### config.mk
export PLATFORM = sky130hd
export DESIGN_NAME = pvm_regs
export DESIGN_NICKNAME = d
export VERILOG_FILES = /design/src/hw/pvm_pkg.sv /design/src/hw/pvm_regs.sv
export SDC_FILE = /design/constraint.sdc
export NUM_CORES = 1
export LEC_CHECK = 0
export CELL_PAD_IN_SITES_DETAIL_PLACEMENT = 1
export CELL_PAD_IN_SITES_GLOBAL_PLACEMENT = 2
export CORE_UTILIZATION = 35
export CTS_BUF_LIST = sky130_fd_sc_hd__clkbuf_4 sky130_fd_sc_hd__clkbuf_8 sky130_fd_sc_hd__clkbuf_16
export DETAILED_ROUTE_END_ITERATION = 8
export DONT_BUFFER_PORTS = 1
export PLACE_DENSITY_LB_ADDON = 0.1
export SLEW_MARGIN = 10
export SYNTH_ARGS = -nofsm -noshare
export SYNTH_HDL_FRONTEND = slang
export SYNTH_SLANG_ARGS = --single-unit
### constraint.sdc
create_clock -name CLK_SYS -period 2.11 [get_ports CLK_SYS]
set_input_delay 0 -clock CLK_SYS [delete_from_list [all_inputs] [get_ports CLK_SYS]]
set_output_delay 0 -clock CLK_SYS [all_outputs]
set_load 0.03 [all_outputs]
### src/hw/pvm_pkg.sv
// Constants for the transceiver vendor mode register bank
package pvm_pkg;

  // ****************************************************************
  // Register indices
  // ****************************************************************
  localparam logic [4:0] IDX_MODE_CTRL   = 5'h11;
  localparam logic [4:0] IDX_SPECIAL     = 5'h12;
  localparam logic [4:0] IDX_IRQ_STATUS  = 5'h14;
  localparam logic [4:0] IDX_IRQ_MASK    = 5'h15;
  localparam logic [4:0] IDX_SYM_ERR_CNT = 5'h1A;

  // ****************************************************************
  // Field positions
  // ****************************************************************
  localparam int POS_EDPD      = 13;
  localparam int POS_LOOP      = 9;
  localparam int POS_ALT_IRQ   = 6;
  localparam int POS_ENERGY    = 1;
  localparam int POS_MC_SPARE  = 0;
  localparam int POS_RMII      = 14;
  localparam int POS_MODE_LO   = 5;
  localparam int POS_ADDR_LO   = 0;

  // Interrupt status bits
  localparam int IRQ_ENERGY_ON  = 0;
  localparam int IRQ_ENERGY_OFF = 1;
  localparam int IRQ_SYM_ERR    = 2;
  localparam int IRQ_CNT_WRAP   = 3;
  localparam int IRQ_BITS       = 4;

  // ****************************************************************
  // Reset values and timing
  // ****************************************************************
  localparam logic        RST_EDPD     = 1'b0;
  localparam logic        RST_LOOP     = 1'b0;
  localparam logic        RST_ALT_IRQ  = 1'b0;
  localparam logic        RST_ENERGY   = 1'b1;
  localparam logic        RST_MC_SPARE = 1'b0;
  localparam logic        RST_RMII     = 1'b0;
  localparam logic [15:0] RST_SYM_CNT  = 16'h0000;
  localparam logic [3:0]  RST_IRQ      = 4'h0;

  localparam int  CLK_HZ            = 100_000_000;
  localparam int  ENERGY_TIMEOUT_MS = 256;
  localparam int  ENERGY_TIMEOUT_CYC =
    (ENERGY_TIMEOUT_MS * (CLK_HZ / 1000));
  localparam int  ENERGY_TMR_W      = 25;

endpackage

### src/hw/pvm_regs.sv
// Vendor mode, special mode and symbol error registers of the PHY
//
// Added by the designer: the address-and-strobe port.
`timescale 1ns/10ps

module pvm_regs
  import pvm_pkg::*;
#(
  parameter int TIMEOUT_CYC = ENERGY_TIMEOUT_CYC
)
(
  input  wire logic        CLK_SYS,
  input  wire logic        RST,
  input  wire logic        SOFT_RST,
  input  wire logic [4:0]  ADDR,
  input  wire logic [15:0] WDATA,
  input  wire logic        WR,
  input  wire logic        RD,
  output logic      [15:0] RDATA,
  input  wire logic [2:0]  STRAP_MODE,
  input  wire logic [4:0]  STRAP_ADDR,
  input  wire logic        ENERGY_DET,
  input  wire logic        SPEED_100,
  input  wire logic        PKT_ACTIVE,
  input  wire logic        SYM_INVALID,
  input  wire logic        ISOLATE,
  input  wire logic        RX_DV,
  input  wire logic [1:0]  RXD,
  output logic             LOOP_TX_EN,
  output logic      [1:0]  LOOP_TXD,
  output logic             MAC_OUT_EN,
  output logic             EDPD_EN,
  output logic             ALT_IRQ_SEL,
  output logic             RMII_SEL,
  output logic      [2:0]  OP_MODE,
  output logic      [4:0]  STATION_ADDR,
  output logic             ENERGY_PRESENT,
  output logic             IRQ
);

  // ****************************************************************
  // Parameter checks
  // ****************************************************************
  if (TIMEOUT_CYC < 1 || TIMEOUT_CYC >= (1 << ENERGY_TMR_W))
  begin : g_bad_timeout
    $error("TIMEOUT_CYC out of range");
  end

  // ****************************************************************
  // State
  // ****************************************************************
  typedef struct packed {
    logic [1:0]              energy_sync;
    logic [1:0]              mode_sync0;
    logic [1:0]              mode_sync1;
    logic [1:0]              mode_sync2;
    logic [1:0]              addr_sync0;
    logic [1:0]              addr_sync1;
    logic [1:0]              addr_sync2;
    logic [1:0]              addr_sync3;
    logic [1:0]              addr_sync4;
    logic                    energy_detect_powerdown_en;
    logic                    line_side_loopback_en;
    logic                    alternate_irq_select;
    logic                    line_energy_present;
    logic                    mc_spare;
    logic                    reduced_interface_select;
    logic [2:0]              op_mode;
    logic [4:0]              station_address;
    logic [15:0]             bad_symbol_count;
    logic                    pkt_counted;
    logic [ENERGY_TMR_W-1:0] quiet_tmr;
    logic [IRQ_BITS-1:0]     irq_status;
    logic [IRQ_BITS-1:0]     irq_mask;
    logic [15:0]             rdata;
    logic                    loop_tx_en;
    logic [1:0]              loop_txd;
    logic                    mac_out_en;
    logic                    irq;
  } pvm_state_t;

  localparam logic [ENERGY_TMR_W-1:0] TMR_LAST =
    ENERGY_TMR_W'(TIMEOUT_CYC - 1);

  pvm_state_t st;
  pvm_state_t next_st;

  logic [2:0]          mode_pins;
  logic [4:0]          addr_pins;
  logic [IRQ_BITS-1:0] irq_set;
  logic                loop_on;
  logic                energy_s;

  // ****************************************************************
  // Next state
  // ****************************************************************
  always_comb
  begin
    next_st = st;
    irq_set = '0;

    // **************************************************************
    // Two-stage synchronisers for pins
    // **************************************************************
    next_st.energy_sync = {st.energy_sync[0], ENERGY_DET};
    next_st.mode_sync0  = {st.mode_sync0[0], STRAP_MODE[0]};
    next_st.mode_sync1  = {st.mode_sync1[0], STRAP_MODE[1]};
    next_st.mode_sync2  = {st.mode_sync2[0], STRAP_MODE[2]};
    next_st.addr_sync0  = {st.addr_sync0[0], STRAP_ADDR[0]};
    next_st.addr_sync1  = {st.addr_sync1[0], STRAP_ADDR[1]};
    next_st.addr_sync2  = {st.addr_sync2[0], STRAP_ADDR[2]};
    next_st.addr_sync3  = {st.addr_sync3[0], STRAP_ADDR[3]};
    next_st.addr_sync4  = {st.addr_sync4[0], STRAP_ADDR[4]};
    mode_pins = {st.mode_sync2[1], st.mode_sync1[1],
                 st.mode_sync0[1]};
    addr_pins = {st.addr_sync4[1], st.addr_sync3[1],
                 st.addr_sync2[1], st.addr_sync1[1],
                 st.addr_sync0[1]};
    energy_s  = st.energy_sync[1];

    // **************************************************************
    // Energy presence with quiet timeout
    // **************************************************************
    if (energy_s)
    begin
      next_st.quiet_tmr = '0;
      next_st.line_energy_present = 1'b1;
      if (!st.line_energy_present)
      begin
        irq_set[IRQ_ENERGY_ON] = 1'b1;
      end
    end
    else if (st.quiet_tmr == TMR_LAST)
    begin
      next_st.line_energy_present = 1'b0;
      if (st.line_energy_present)
      begin
        irq_set[IRQ_ENERGY_OFF] = 1'b1;
      end
    end
    else
    begin
      next_st.quiet_tmr = st.quiet_tmr + 1'b1;
    end

    // **************************************************************
    // Symbol error counting at SPEED_100 only, once per packet, every invalid cycle outside packets
    // **************************************************************
    if (!PKT_ACTIVE)
    begin
      next_st.pkt_counted = 1'b0;
    end
    if (SPEED_100 && SYM_INVALID &&
        !(PKT_ACTIVE && st.pkt_counted))
    begin
      next_st.bad_symbol_count = st.bad_symbol_count + 16'h0001;
      next_st.pkt_counted = PKT_ACTIVE;
      irq_set[IRQ_SYM_ERR] = 1'b1;
      if (st.bad_symbol_count == 16'hFFFF)
      begin
        irq_set[IRQ_CNT_WRAP] = 1'b1;
      end
    end

    // **************************************************************
    // Register writes
    // **************************************************************
    if (WR)
    begin
      case (ADDR)
        IDX_MODE_CTRL:
        begin
          next_st.energy_detect_powerdown_en = WDATA[POS_EDPD];
          next_st.line_side_loopback_en = WDATA[POS_LOOP];
          next_st.alternate_irq_select = WDATA[POS_ALT_IRQ];
          next_st.mc_spare = WDATA[POS_MC_SPARE];
        end
        IDX_SPECIAL:
        begin
          next_st.reduced_interface_select = WDATA[POS_RMII];
          next_st.op_mode = WDATA[POS_MODE_LO +: 3];
          next_st.station_address = WDATA[POS_ADDR_LO +: 5];
        end
        IDX_IRQ_STATUS:
        begin
          next_st.irq_status = st.irq_status & ~WDATA[IRQ_BITS-1:0];
        end
        IDX_IRQ_MASK:
        begin
          next_st.irq_mask = WDATA[IRQ_BITS-1:0];
        end
        default:
        begin
        end
      endcase
    end

    // **************************************************************
    // Events win over a clear in the same cycle
    // **************************************************************
    next_st.irq_status = next_st.irq_status | irq_set;

    // **************************************************************
    // Register reads, data in the following cycle only
    // **************************************************************
    next_st.rdata = 16'h0000;
    if (RD)
    begin
      case (ADDR)
        IDX_MODE_CTRL:
        begin
          next_st.rdata[POS_EDPD] = st.energy_detect_powerdown_en;
          next_st.rdata[POS_LOOP] = st.line_side_loopback_en;
          next_st.rdata[POS_ALT_IRQ] = st.alternate_irq_select;
          next_st.rdata[POS_ENERGY] = st.line_energy_present;
          next_st.rdata[POS_MC_SPARE] = st.mc_spare;
        end
        IDX_SPECIAL:
        begin
          next_st.rdata[POS_RMII] = st.reduced_interface_select;
          next_st.rdata[POS_MODE_LO +: 3] = st.op_mode;
          next_st.rdata[POS_ADDR_LO +: 5] = st.station_address;
        end
        IDX_IRQ_STATUS:
        begin
          next_st.rdata[IRQ_BITS-1:0] = st.irq_status;
        end
        IDX_IRQ_MASK:
        begin
          next_st.rdata[IRQ_BITS-1:0] = st.irq_mask;
        end
        IDX_SYM_ERR_CNT:
        begin
          next_st.rdata = st.bad_symbol_count;
        end
        default:
        begin
          next_st.rdata = 16'h0000;
        end
      endcase
    end

    // **************************************************************
    // Software reset: control, counter and interrupt registers only
    // **************************************************************
    if (SOFT_RST)
    begin
      next_st.energy_detect_powerdown_en = RST_EDPD;
      next_st.line_side_loopback_en = RST_LOOP;
      next_st.alternate_irq_select = RST_ALT_IRQ;
      next_st.mc_spare = RST_MC_SPARE;
      next_st.bad_symbol_count = RST_SYM_CNT;
      next_st.pkt_counted = 1'b0;
      next_st.irq_status = RST_IRQ;
      next_st.irq_mask = RST_IRQ;
      next_st.rdata = 16'h0000;
      next_st.reduced_interface_select = st.reduced_interface_select;
      next_st.op_mode = st.op_mode;
      next_st.station_address = st.station_address;
      next_st.line_energy_present = st.line_energy_present;
    end

    // **************************************************************
    // Hardware reset; synchronisers keep shifting
    // **************************************************************
    if (RST)
    begin
      next_st.energy_detect_powerdown_en = RST_EDPD;
      next_st.line_side_loopback_en = RST_LOOP;
      next_st.alternate_irq_select = RST_ALT_IRQ;
      next_st.mc_spare = RST_MC_SPARE;
      next_st.line_energy_present = RST_ENERGY;
      next_st.quiet_tmr = '0;
      next_st.reduced_interface_select = RST_RMII;
      next_st.op_mode = mode_pins;
      next_st.station_address = addr_pins;
      next_st.bad_symbol_count = RST_SYM_CNT;
      next_st.pkt_counted = 1'b0;
      next_st.irq_status = RST_IRQ;
      next_st.irq_mask = RST_IRQ;
      next_st.rdata = 16'h0000;
    end

    // **************************************************************
    // Far loopback path, not gated by isolate
    // **************************************************************
    loop_on = st.line_side_loopback_en && SPEED_100 &&
              st.reduced_interface_select;
    next_st.loop_tx_en = 1'b0;
    next_st.loop_txd   = 2'b00;
    next_st.mac_out_en = 1'b0;
    if (!RST)
    begin
      next_st.mac_out_en = !ISOLATE;
      if (loop_on)
      begin
        next_st.loop_tx_en = RX_DV;
        next_st.loop_txd   = RXD;
      end
    end

    // **************************************************************
    // Interrupt line
    // **************************************************************
    next_st.irq = |(next_st.irq_status & next_st.irq_mask);
  end

  // ****************************************************************
  // Registers
  // ****************************************************************
  always_ff @(posedge CLK_SYS)
  begin
    st <= next_st;
  end

  // ****************************************************************
  // Outputs
  // ****************************************************************
  assign RDATA          = st.rdata;
  assign LOOP_TX_EN     = st.loop_tx_en;
  assign LOOP_TXD       = st.loop_txd;
  assign MAC_OUT_EN     = st.mac_out_en;
  assign EDPD_EN        = st.energy_detect_powerdown_en;
  assign ALT_IRQ_SEL    = st.alternate_irq_select;
  assign RMII_SEL       = st.reduced_interface_select;
  assign OP_MODE        = st.op_mode;
  assign STATION_ADDR   = st.station_address;
  assign ENERGY_PRESENT = st.line_energy_present;
  assign IRQ            = st.irq;

endmodule

Word level (Yosys, flattened, before mapping)
Index checks and enable logic that the tools add are counted.
- muxes and demuxes: 33
- reductions and logical operators: 20
- equality and inequality tests: 9
- $add $sub $neg: 2
- bitwise logic cells: 8
- operators by type and width (cell ; count):
    25-bit two-way mux ; 3
    74-bit two-way mux ; 1
    25-bit by 1-bit adder with 25-bit output, second input constant ; 1
    25-bit equality test, second input constant ; 1
    5-bit equality test, second input constant ; 5
    24-bit two-way mux ; 1
    8-bit two-way mux ; 3
    17-bit two-way mux ; 1
    16-bit by 1-bit adder with 16-bit output, second input constant ; 1
    16-bit equality test, second input constant ; 1
    16-bit two-way mux ; 1
    1-bit two-way mux ; 11
    2-bit case mux with 5 select lines ; 1
    4-bit bitwise AND ; 2
    4-bit two-way mux ; 2
    1-bit case mux with 2 select lines ; 4
    2-bit case mux with 4 select lines ; 1
    4-bit OR reduction ; 2
    3-bit AND reduction ; 2
    2-bit nonzero test ; 3
    2-bit OR reduction ; 3
    1-bit logical AND ; 5
    1-bit inverter ; 4
    4-bit inverter ; 1
    10 further kinds ; 12
- output and inout bits: 33
- flip-flop bits (word level): 103
- bits of input ports: 42
- word-level logic and storage cells: 100

Longest topological paths before layout
Gate-level depths: netlist (run 1).
- word-level depth: 9
- mapped depth: 7
- depth with buffers taken out: 6

Worst setup path before layout (run 1)
Ideal clock, no wire load.
- path kind: reg-to-reg
- start point: reg st[43] (netlist name)
- end point: reg st[38] (netlist name)
- arrival: 1875 ps
- library setup time: 116 ps
- cell stages (with the launch flop): 6
- clock period less this slack: 1991 ps
- setup slack: 119 ps
- buffers on the path: 1
- required time: 1994 ps
- path through: dfxtp_1 > or4b_4 > nor4_4 > nand3_4 > buf_6 > a41o_2
- longest elaborated chain between the ends: 1
- RTL lines (item ; RTL line ; text):
    start, declared ; pvm_regs.sv:85 ; pvm_state_t st;
    start signal, assigned ; pvm_regs.sv:313 ; st <= next_st;
    25-bit equality test ; pvm_regs.sv:133 ; else if (st.quiet_tmr == TMR_LAST)
Every way passes these cells.
A chain may end at the register's enable or synchronous reset.

Worst setup path in the final report (run 1)
- start point: in RST
- end point: reg st (netlist bit RDATA[4])
- longest elaborated chain between the ends: 1
- RTL lines (item ; RTL line ; text):
    start, declared ; pvm_regs.sv:13 ; input wire logic RST,
    3-bit OR reduction (no source line) ; n/a ;
Every way passes these cells.

==> results of run 1 <==
routing by layer:
metal,GRT usage (%),up-vias
li1,-,1600
met1,23.2,1548
met2,29.5,59
met3,5.18,14
met4,7.91,0
met5,0,-
final cells by class:
cell class | instances | area [um2] | share of cell area, %
multi-input combinational | 291 | 1860 | 36.2
clock buffer | 9 | 225 | 4.38
clock inverter | 7 | 119 | 2.31
inverter | 8 | 30.0 | 0.584
timing repair buffer | 63 | 583 | 11.3
tap | 147 | 184 | 3.57
sequential | 103 | 2140 | 41.6
repair_timing:
item / CTS / global route
hold buffers: 44 / 0
endpoints found under the hold margin: 58 / 0
setup endpoints to repair: 0 / 4
resized for setup: 0 / 1
power groups by stage:
stage | Combinational, mW | Sequential (mW) | Clock (mW)
floorplan | 0.119 | 2.06 | 0
global placement | 0.0980 | 2.09 | 0
detailed placement | 0.0989 | 2.09 | 0
CTS | 0.165 | 2.05 | 1.98
global route | 0.178 | 2.05 | 2.06
finish | 0.165 | 2.05 | 1.92
Yosys cell counts (5+ instances only):
library cell  count
dfxtp_1          95
nor2_1           65
nand2_1          31
buf_4            26
nand3_1          20
xnor2_1          17
mux2i_1          16
xor2_1           12
a21oi_1          11
clkbuf_1         11
nor3_1           11
and2_1           10
nand4_1          10
a31oi_1           9
and3_1            8
and4_1            8
edfxtp_1          8
inv_1             8
a22o_1            7
mux2_2            5
o21ai_0           5
flip-flops by register name, indices dropped and copies added (netlist names):
signal          flops
STATION_ADDR        5
next_st             9
RDATA              16
LOOP_TXD            2
RMII_SEL            1
LOOP_TX_EN          1
EDPD_EN             1
st                 52
ENERGY_PRESENT      1
ALT_IRQ_SEL         1
IRQ                 1
addr_pins           5
energy_s            1
mode_pins           3
OP_MODE             3
MAC_OUT_EN          1
cell families after synthesis:
family | after synthesis | share of synthesized area, %
AOI/OAI and AO/OA | 52 | 8.71
muxes | 21 | 5.06
and+or+nand+nor | 187 | 23.0
xor gates and xnor gates | 29 | 5.93
adders and majority gates | 2 | 0.585
DFF | 103 | 50.0
buffers and inverters | 48 | 6.66
stage by stage:
| stage | utilization [%] | instances | setup slack [ns] | area [um2] | total power [mW] |
|---|---|---|---|---|---|
| floorplan | - | 442 | 0.119 | 4280 | 2.18 |
| global placement | 36.4 | 568 | 0.118 | 4360 | 2.19 |
| detailed placement | 36.4 | 568 | 0.0762 | 4360 | 2.19 |
| CTS | 43.0 | 628 | 0.0753 | 5140 | 4.19 |
| global route | 43.0 | 628 | 0.0297 | 5140 | 4.29 |
| finish | 43.0 | 628 | 0.155 | 5140 | 4.13 |
worst max-delay path by stage:
stage / start / endpoint / slack, ns / cells past startpoint
after floorplan: st[43] / st[38] / 0.12 / 5
after global placement: st[45] / ENERGY_PRESENT / 0.12 / 5
after detailed placement: st[45] / ENERGY_PRESENT / 0.08 / 5
after CTS: st[45] / ENERGY_PRESENT / 0.08 / 5
after global routing: RST / RDATA[4] / 0.03 / 6
final: RST / RDATA[4] / 0.15 / 6
==> metrics.md, run 1 <==
| Metric | Value |
|---|---|
| Mapped Area | ~0.0043 mm2 |
| Nets@finish | 520 |
| Routed wl met3 | ~450 um |
| Met2 WL | between 5000 and 6000 um |
| CTS Root Cell | clkbuf_16 |
| Worst-Margin Slew | about 0.71 ns |
| Worst Hold Class | in2reg |
| Leakage | 1.90 nW |
| Clock Path Buffers | 2 |
| CP max-delay cell | dlygate4sd3_1 |
| Synth Instances | roughly 440 |
| Syn_area_per_cell | around 9.7 um2 |
| Period minus WS final | ~2.0 ns |
| Sink Count | 103 |
| Hpwl dp | between 7000 and 8000 um |
| R2R Path Start | st[45] |
| Hold_sp | RD |
| Post-DR wirelength/cell | about 18 um |
| Clock Power Share | between 40 and 50% |
| Antenna-violating nets left | 0 |
| # port buffers | 0 |
| Most frequent cells in the layout | dfxtp_1, nor2_1, dlygate4sd3_1 |
| Initial antenna violation count | 0 |
| Gr usage total | between 10% and 20% |
| Worst Path Buf+Inv | 3 |
| Yosys warnings | 0 |
| Hold Crit Depth | 2 |
| Most common cell on crit path | dlygate4sd3_1 |
| Seq cells post-synth | 103 |
| Pin count of the biggest net entering global routing | 30 |
| Max-slew violations | 0 |
| Clock transition at path regs | 0.07 ns |
| Most common cell after layout, fill and taps aside | dfxtp_1 |
| Post-synth ARST share | 0% |
| Placer Congestion | 0.741 |
| WL final | roughly 11000 um |
| Synth top area cells | dfxtp_1, nor2_1, edfxtp_1, buf_4, mux2i_1 |
| First-pass GRT wire length | 17500 um |
| TNS Setup | 0 ns |
| Cts bufs inserted | 9 |
| Area growth from synthesis to layout | 20.2% |
| Final hold violation count | 0 |
| Register-to-Register Setup Slack | about 0.20 ns |
| Post-synth cell types | between 50 and 60 |
| Pint | 3.25 mW |
| Crit Path Category | in2reg |
| Hold slack | ~0.025 ns |
| Psw | 0.880 mW |
| CTS tree | yes |
| Reg-to-Reg End | ENERGY_PRESENT |
| Seq pwr share | between 40% and 50% |
| Detailed Route Iter0 Violations | around 170 |
| Drt pass-1 iters | 4 |
| Top cell type's share of synthesized area | between 40 and 50% |
| Status | finished, final reports clean |
| Ys flop type | dfxtp_1 |
| Final routed DRC violation total | 0 |
| Delay-heaviest family, CP | buffers and inverters |
| PwrDens | about 800 mW/mm2 |
| Crit-path max FO | 17 |
| Die area | ~0.013 mm2 |
| GR Overflow Total | 0 |
| Hold worst-path end | RDATA[2] |
| Worst Path Required | 2.35 ns |
| Row Count | 40 |
| Sw Share | between 20% and 30% |
| Vias/cell | about 5.1 |
| Crit start category | input port |
| Post-synth EDFFs | 8 |
| Critical path cell sequence | dlygate4sd3_1 -> nor2_2 -> buf_4 -> nand3_1 -> nor2_1 -> dlygate4sd3_1 |
| Setup Fix Bufs, Post-CTS | 0 |
| Final period util | a little over 90% |
| MaxCap Viol Count | 0 |
| Clk_lat worst skew | ~0.36 ns |
| DR top layer | met4 |
| Reg2reg path depth | 5 |
| Horiz. Die Dim | 113 um |
| Post-synthesis sequential area ratio | between 50% and 60% |
| Setup violators final | 0 |
| Ports | 75 |
| Core area | 0.0120 mm2 |
| DRT met1 WL | about 5300 um |
| RSZ-0062 raised after global routing | no |
| Largest stage delay, worst path | 1.00 ns |
| Post-synth top area cell | dfxtp_1 |
| Peak supply drop | 0.570 mV |
| CTS H-tree depth | 3 |
| Layout cells sized above 1 | 11.9% |
| Height of the die | 113 um |
| Effective utilization at floorplan | between 30 and 40% |
| # fillers | 1339 |
| Max Clk Rate | between 500 and 600 MHz |
| Vias | between 3000 and 4000 |
| Synth Net Count | around 500 |
| Kind of end point of the critical path | flop |
| Number of global-route vias before repair | about 3200 |
| Clk_skew | between 0.005 and 0.006 ns |
| Combinational fraction of design power | approximately 4.0% |
| Antenna Cells | 0 |
| Worst rel slew slack | 52.3% |
| Critical Path AT | 2.20 ns |
No activity file was read; power rests on OpenSTA's default activity.
==> inputs of run 2 (changes only) <==
==> constraint.sdc (replaced) <==
create_clock -name CLK_SYS -period 2.11 [get_ports CLK_SYS]
set_input_delay 0.422 -clock CLK_SYS [delete_from_list [all_inputs] [get_ports CLK_SYS]]
set_output_delay 0.422 -clock CLK_SYS [all_outputs]
set_load 0.03 [all_outputs]
==> metrics.md, run 2 (synthesized netlist as in run 1, its figures left out) <==
| Metric | Value |
|---|---|
| Drt pass-1 iters | 4 |
| Critical path cell sequence | or4b_4 -> nor4_4 -> buf_4 -> nand3_4 -> buf_4 -> a21o_1 -> a21oi_1 |
| Detailed Route Iter0 Violations | between 150 and 200 |
| Worst-Margin Slew | 0.587 ns |
| CP max-delay cell | or4b_4 |
| Final routed DRC violation total | 0 |
| Worst Hold Class | in2reg |
| Most common cell on crit path | buf_4 |
| Register-to-Register Setup Slack | roughly 0.14 ns |
| Post-DR wirelength/cell | roughly 18 um |
| CTS resizes | 0 |
| Horiz. Die Dim | 113 um |
| Final Cell Area | 0.00466 mm2 |
| Number of global-route vias before repair | 3003 |
| Crit start category | flop |
| Setup violators final | 0 |
| CTS H-tree depth | 3 |
| Area growth from synthesis to layout | 8.97% |
| WL final | roughly 11000 um |
| Kind of end point of the critical path | flop |
| Multi-input logic area | 0.00186 mm2 |
| Met1 Use GR | between 20% and 30% |
| Vias/cell | 5.16 |
| Delay-heaviest family, CP | simple AND/OR/NAND/NOR gates |
| Max reg flops | 52 |
| Clk_skew | around 0.0066 ns |
| # fillers | 1340 |
| Largest register by flop count | st |
| Hold worst-path end | next_st[90] |
| Clock Power Share | roughly 45% |
| Most frequent cells in the layout | dfxtp_1, nor2_1, nand2_1 |
| Final Total Pwr | just under 4 mW |
| Layout cells sized above 1 | between 10% and 20% |
| Clk_lat worst skew | around 0.35 ns |
| Effective utilization at floorplan | 35.8% |
| Routing usage on met3 | between 4 and 5% |
| Critical Path AT | 2.25 ns |
| Global route hottest layer | met2 |
| Seq pwr share | a little over half |
| Clock Path Buffers | 2 |
| Worst Path Buf+Inv | 2 |
| Status | finished, final reports clean |
| Gr usage total | between 10% and 20% |
| Peak supply drop | 0.470 mV |
| Crit Path Category | reg2reg |
| Hold Crit Depth | 0 |
| PwrDens | 829 mW/mm2 |
| Hold_buf cts | 0 |
| Max-slew violations | 0 |
| Clock transition at path regs | 0.08 ns |
| Placer Congestion | approximately 0.8 |
| CTS Root Cell | clkbuf_16 |
| Psw | a little under 0.9 mW |
| MaxCap Viol Count | 0 |
| Height of the die | 113 um |
| Storage cell area | 0.00214 mm2 |
| Hold_sp | STRAP_ADDR[2] |
| Worst Path Required | approximately 2.4 ns |
| Pint | slightly below 3 mW |
| Antenna-violating nets left | 0 |
| Final hold violation count | 0 |
| Vias | between 3000 and 4000 |
| Pin count of the biggest net entering global routing | 27 |
| Leakage | 1.67 nW |
| Worst rel slew slack | approximately three fifths |
| Largest stage delay, worst path | around 0.54 ns |
| # port buffers | 0 |
| Met2 global-route usage | around 27% |
| CTS tree | yes |
| RSZ-0062 raised after global routing | no |
| Cts bufs inserted | 9 |
| Ports | 75 |
| First-pass GRT wire length | 17100 um |
| Reg-to-Reg End | st[40] |
| Final period util | slightly above 90% |
| Most common cell after layout, fill and taps aside | dfxtp_1 |
| Period minus WS final | approximately 2.0 ns |
| Die area | about 0.013 mm2 |
| Sw Share | a little under a quarter |
| Hpwl dp | about 7700 um |
| Sink Count | about 100 |
| Core area | between 0.01 and 0.015 mm2 |
| Combinational fraction of design power | approximately 2.6% |
| Setup Fix Bufs, Post-CTS | 0 |
| Max Clk Rate | between 500 and 600 MHz |
| Initial antenna violation count | 0 |
| Crit-path max FO | 8 |
| Row Count | 40 |
| Nets@finish | between 400 and 500 |
| R2R Path Start | st[45] |
| GR Overflow Total | 0 |
| Reg2reg path depth | 7 |
| Antenna Cells | 0 |
| Post-Place Cell Area | around 0.0044 mm2 |
| TNS Setup | 0 ns |
[run 2: cell types whose count changed in the layout (fill, tap and decap cells not counted), sizes merged]
cell / delta
dlygate4sd3: -44
bufinv: -2
clkinvlp: +2
[run 2: how the worst max path moves through the flow]
stage	slack (ns)	end	startpoint	cells past startpoint
after floorplan	0.12	st[38]	st[43]	5
final	0.14	st[40]	st[45]	7
after CTS	0.12	st[36]	st[45]	7
after global routing	0.04	st[40]	st[45]	7
after detailed placement	0.12	st[36]	st[45]	7
after global placement	0.16	IRQ	ADDR[1]	5
[run 2: final cells by class]
type / count / share of cell area, %
inverters: 8 / 0.644
multi-input cells: 291 / 39.9
clock buffers: 9 / 4.83
repair buffers: 19 / 3.06
clock inverters: 7 / 1.74
well taps: 147 / 3.94
flip-flops and latches: 103 / 45.9
[run 2: power by group through the flow]
stage / Combinational, mW / Clock, mW / Sequential (mW)
global route: 0.110 / 1.87 / 2.05
CTS: 0.101 / 1.77 / 2.05
detailed placement: 0.101 / 0 / 2.09
global placement: 0.0991 / 0 / 2.09
finish: 0.0994 / 1.72 / 2.04
floorplan: 0.119 / 0 / 2.06
[run 2: metal layers]
metal,up-vias,wire (um)
met2,51,4780
met3,12,496
li1,1504,-
met4,0,174
met5,-,0
met1,1445,5070
[run 2: per-stage QoR]
step / utilization (%) / std cells / hold WS [ns] / setup slack [ns]
floorplan: - / 442 / 0.310 / 0.119
global placement: 36.4 / 568 / 0.310 / 0.163
detailed placement: 36.4 / 568 / 0.313 / 0.124
CTS: 39.0 / 584 / 0.0753 / 0.121
global route: 39.0 / 584 / 0.0739 / 0.0393
finish: 39.0 / 584 / 0.0876 / 0.135
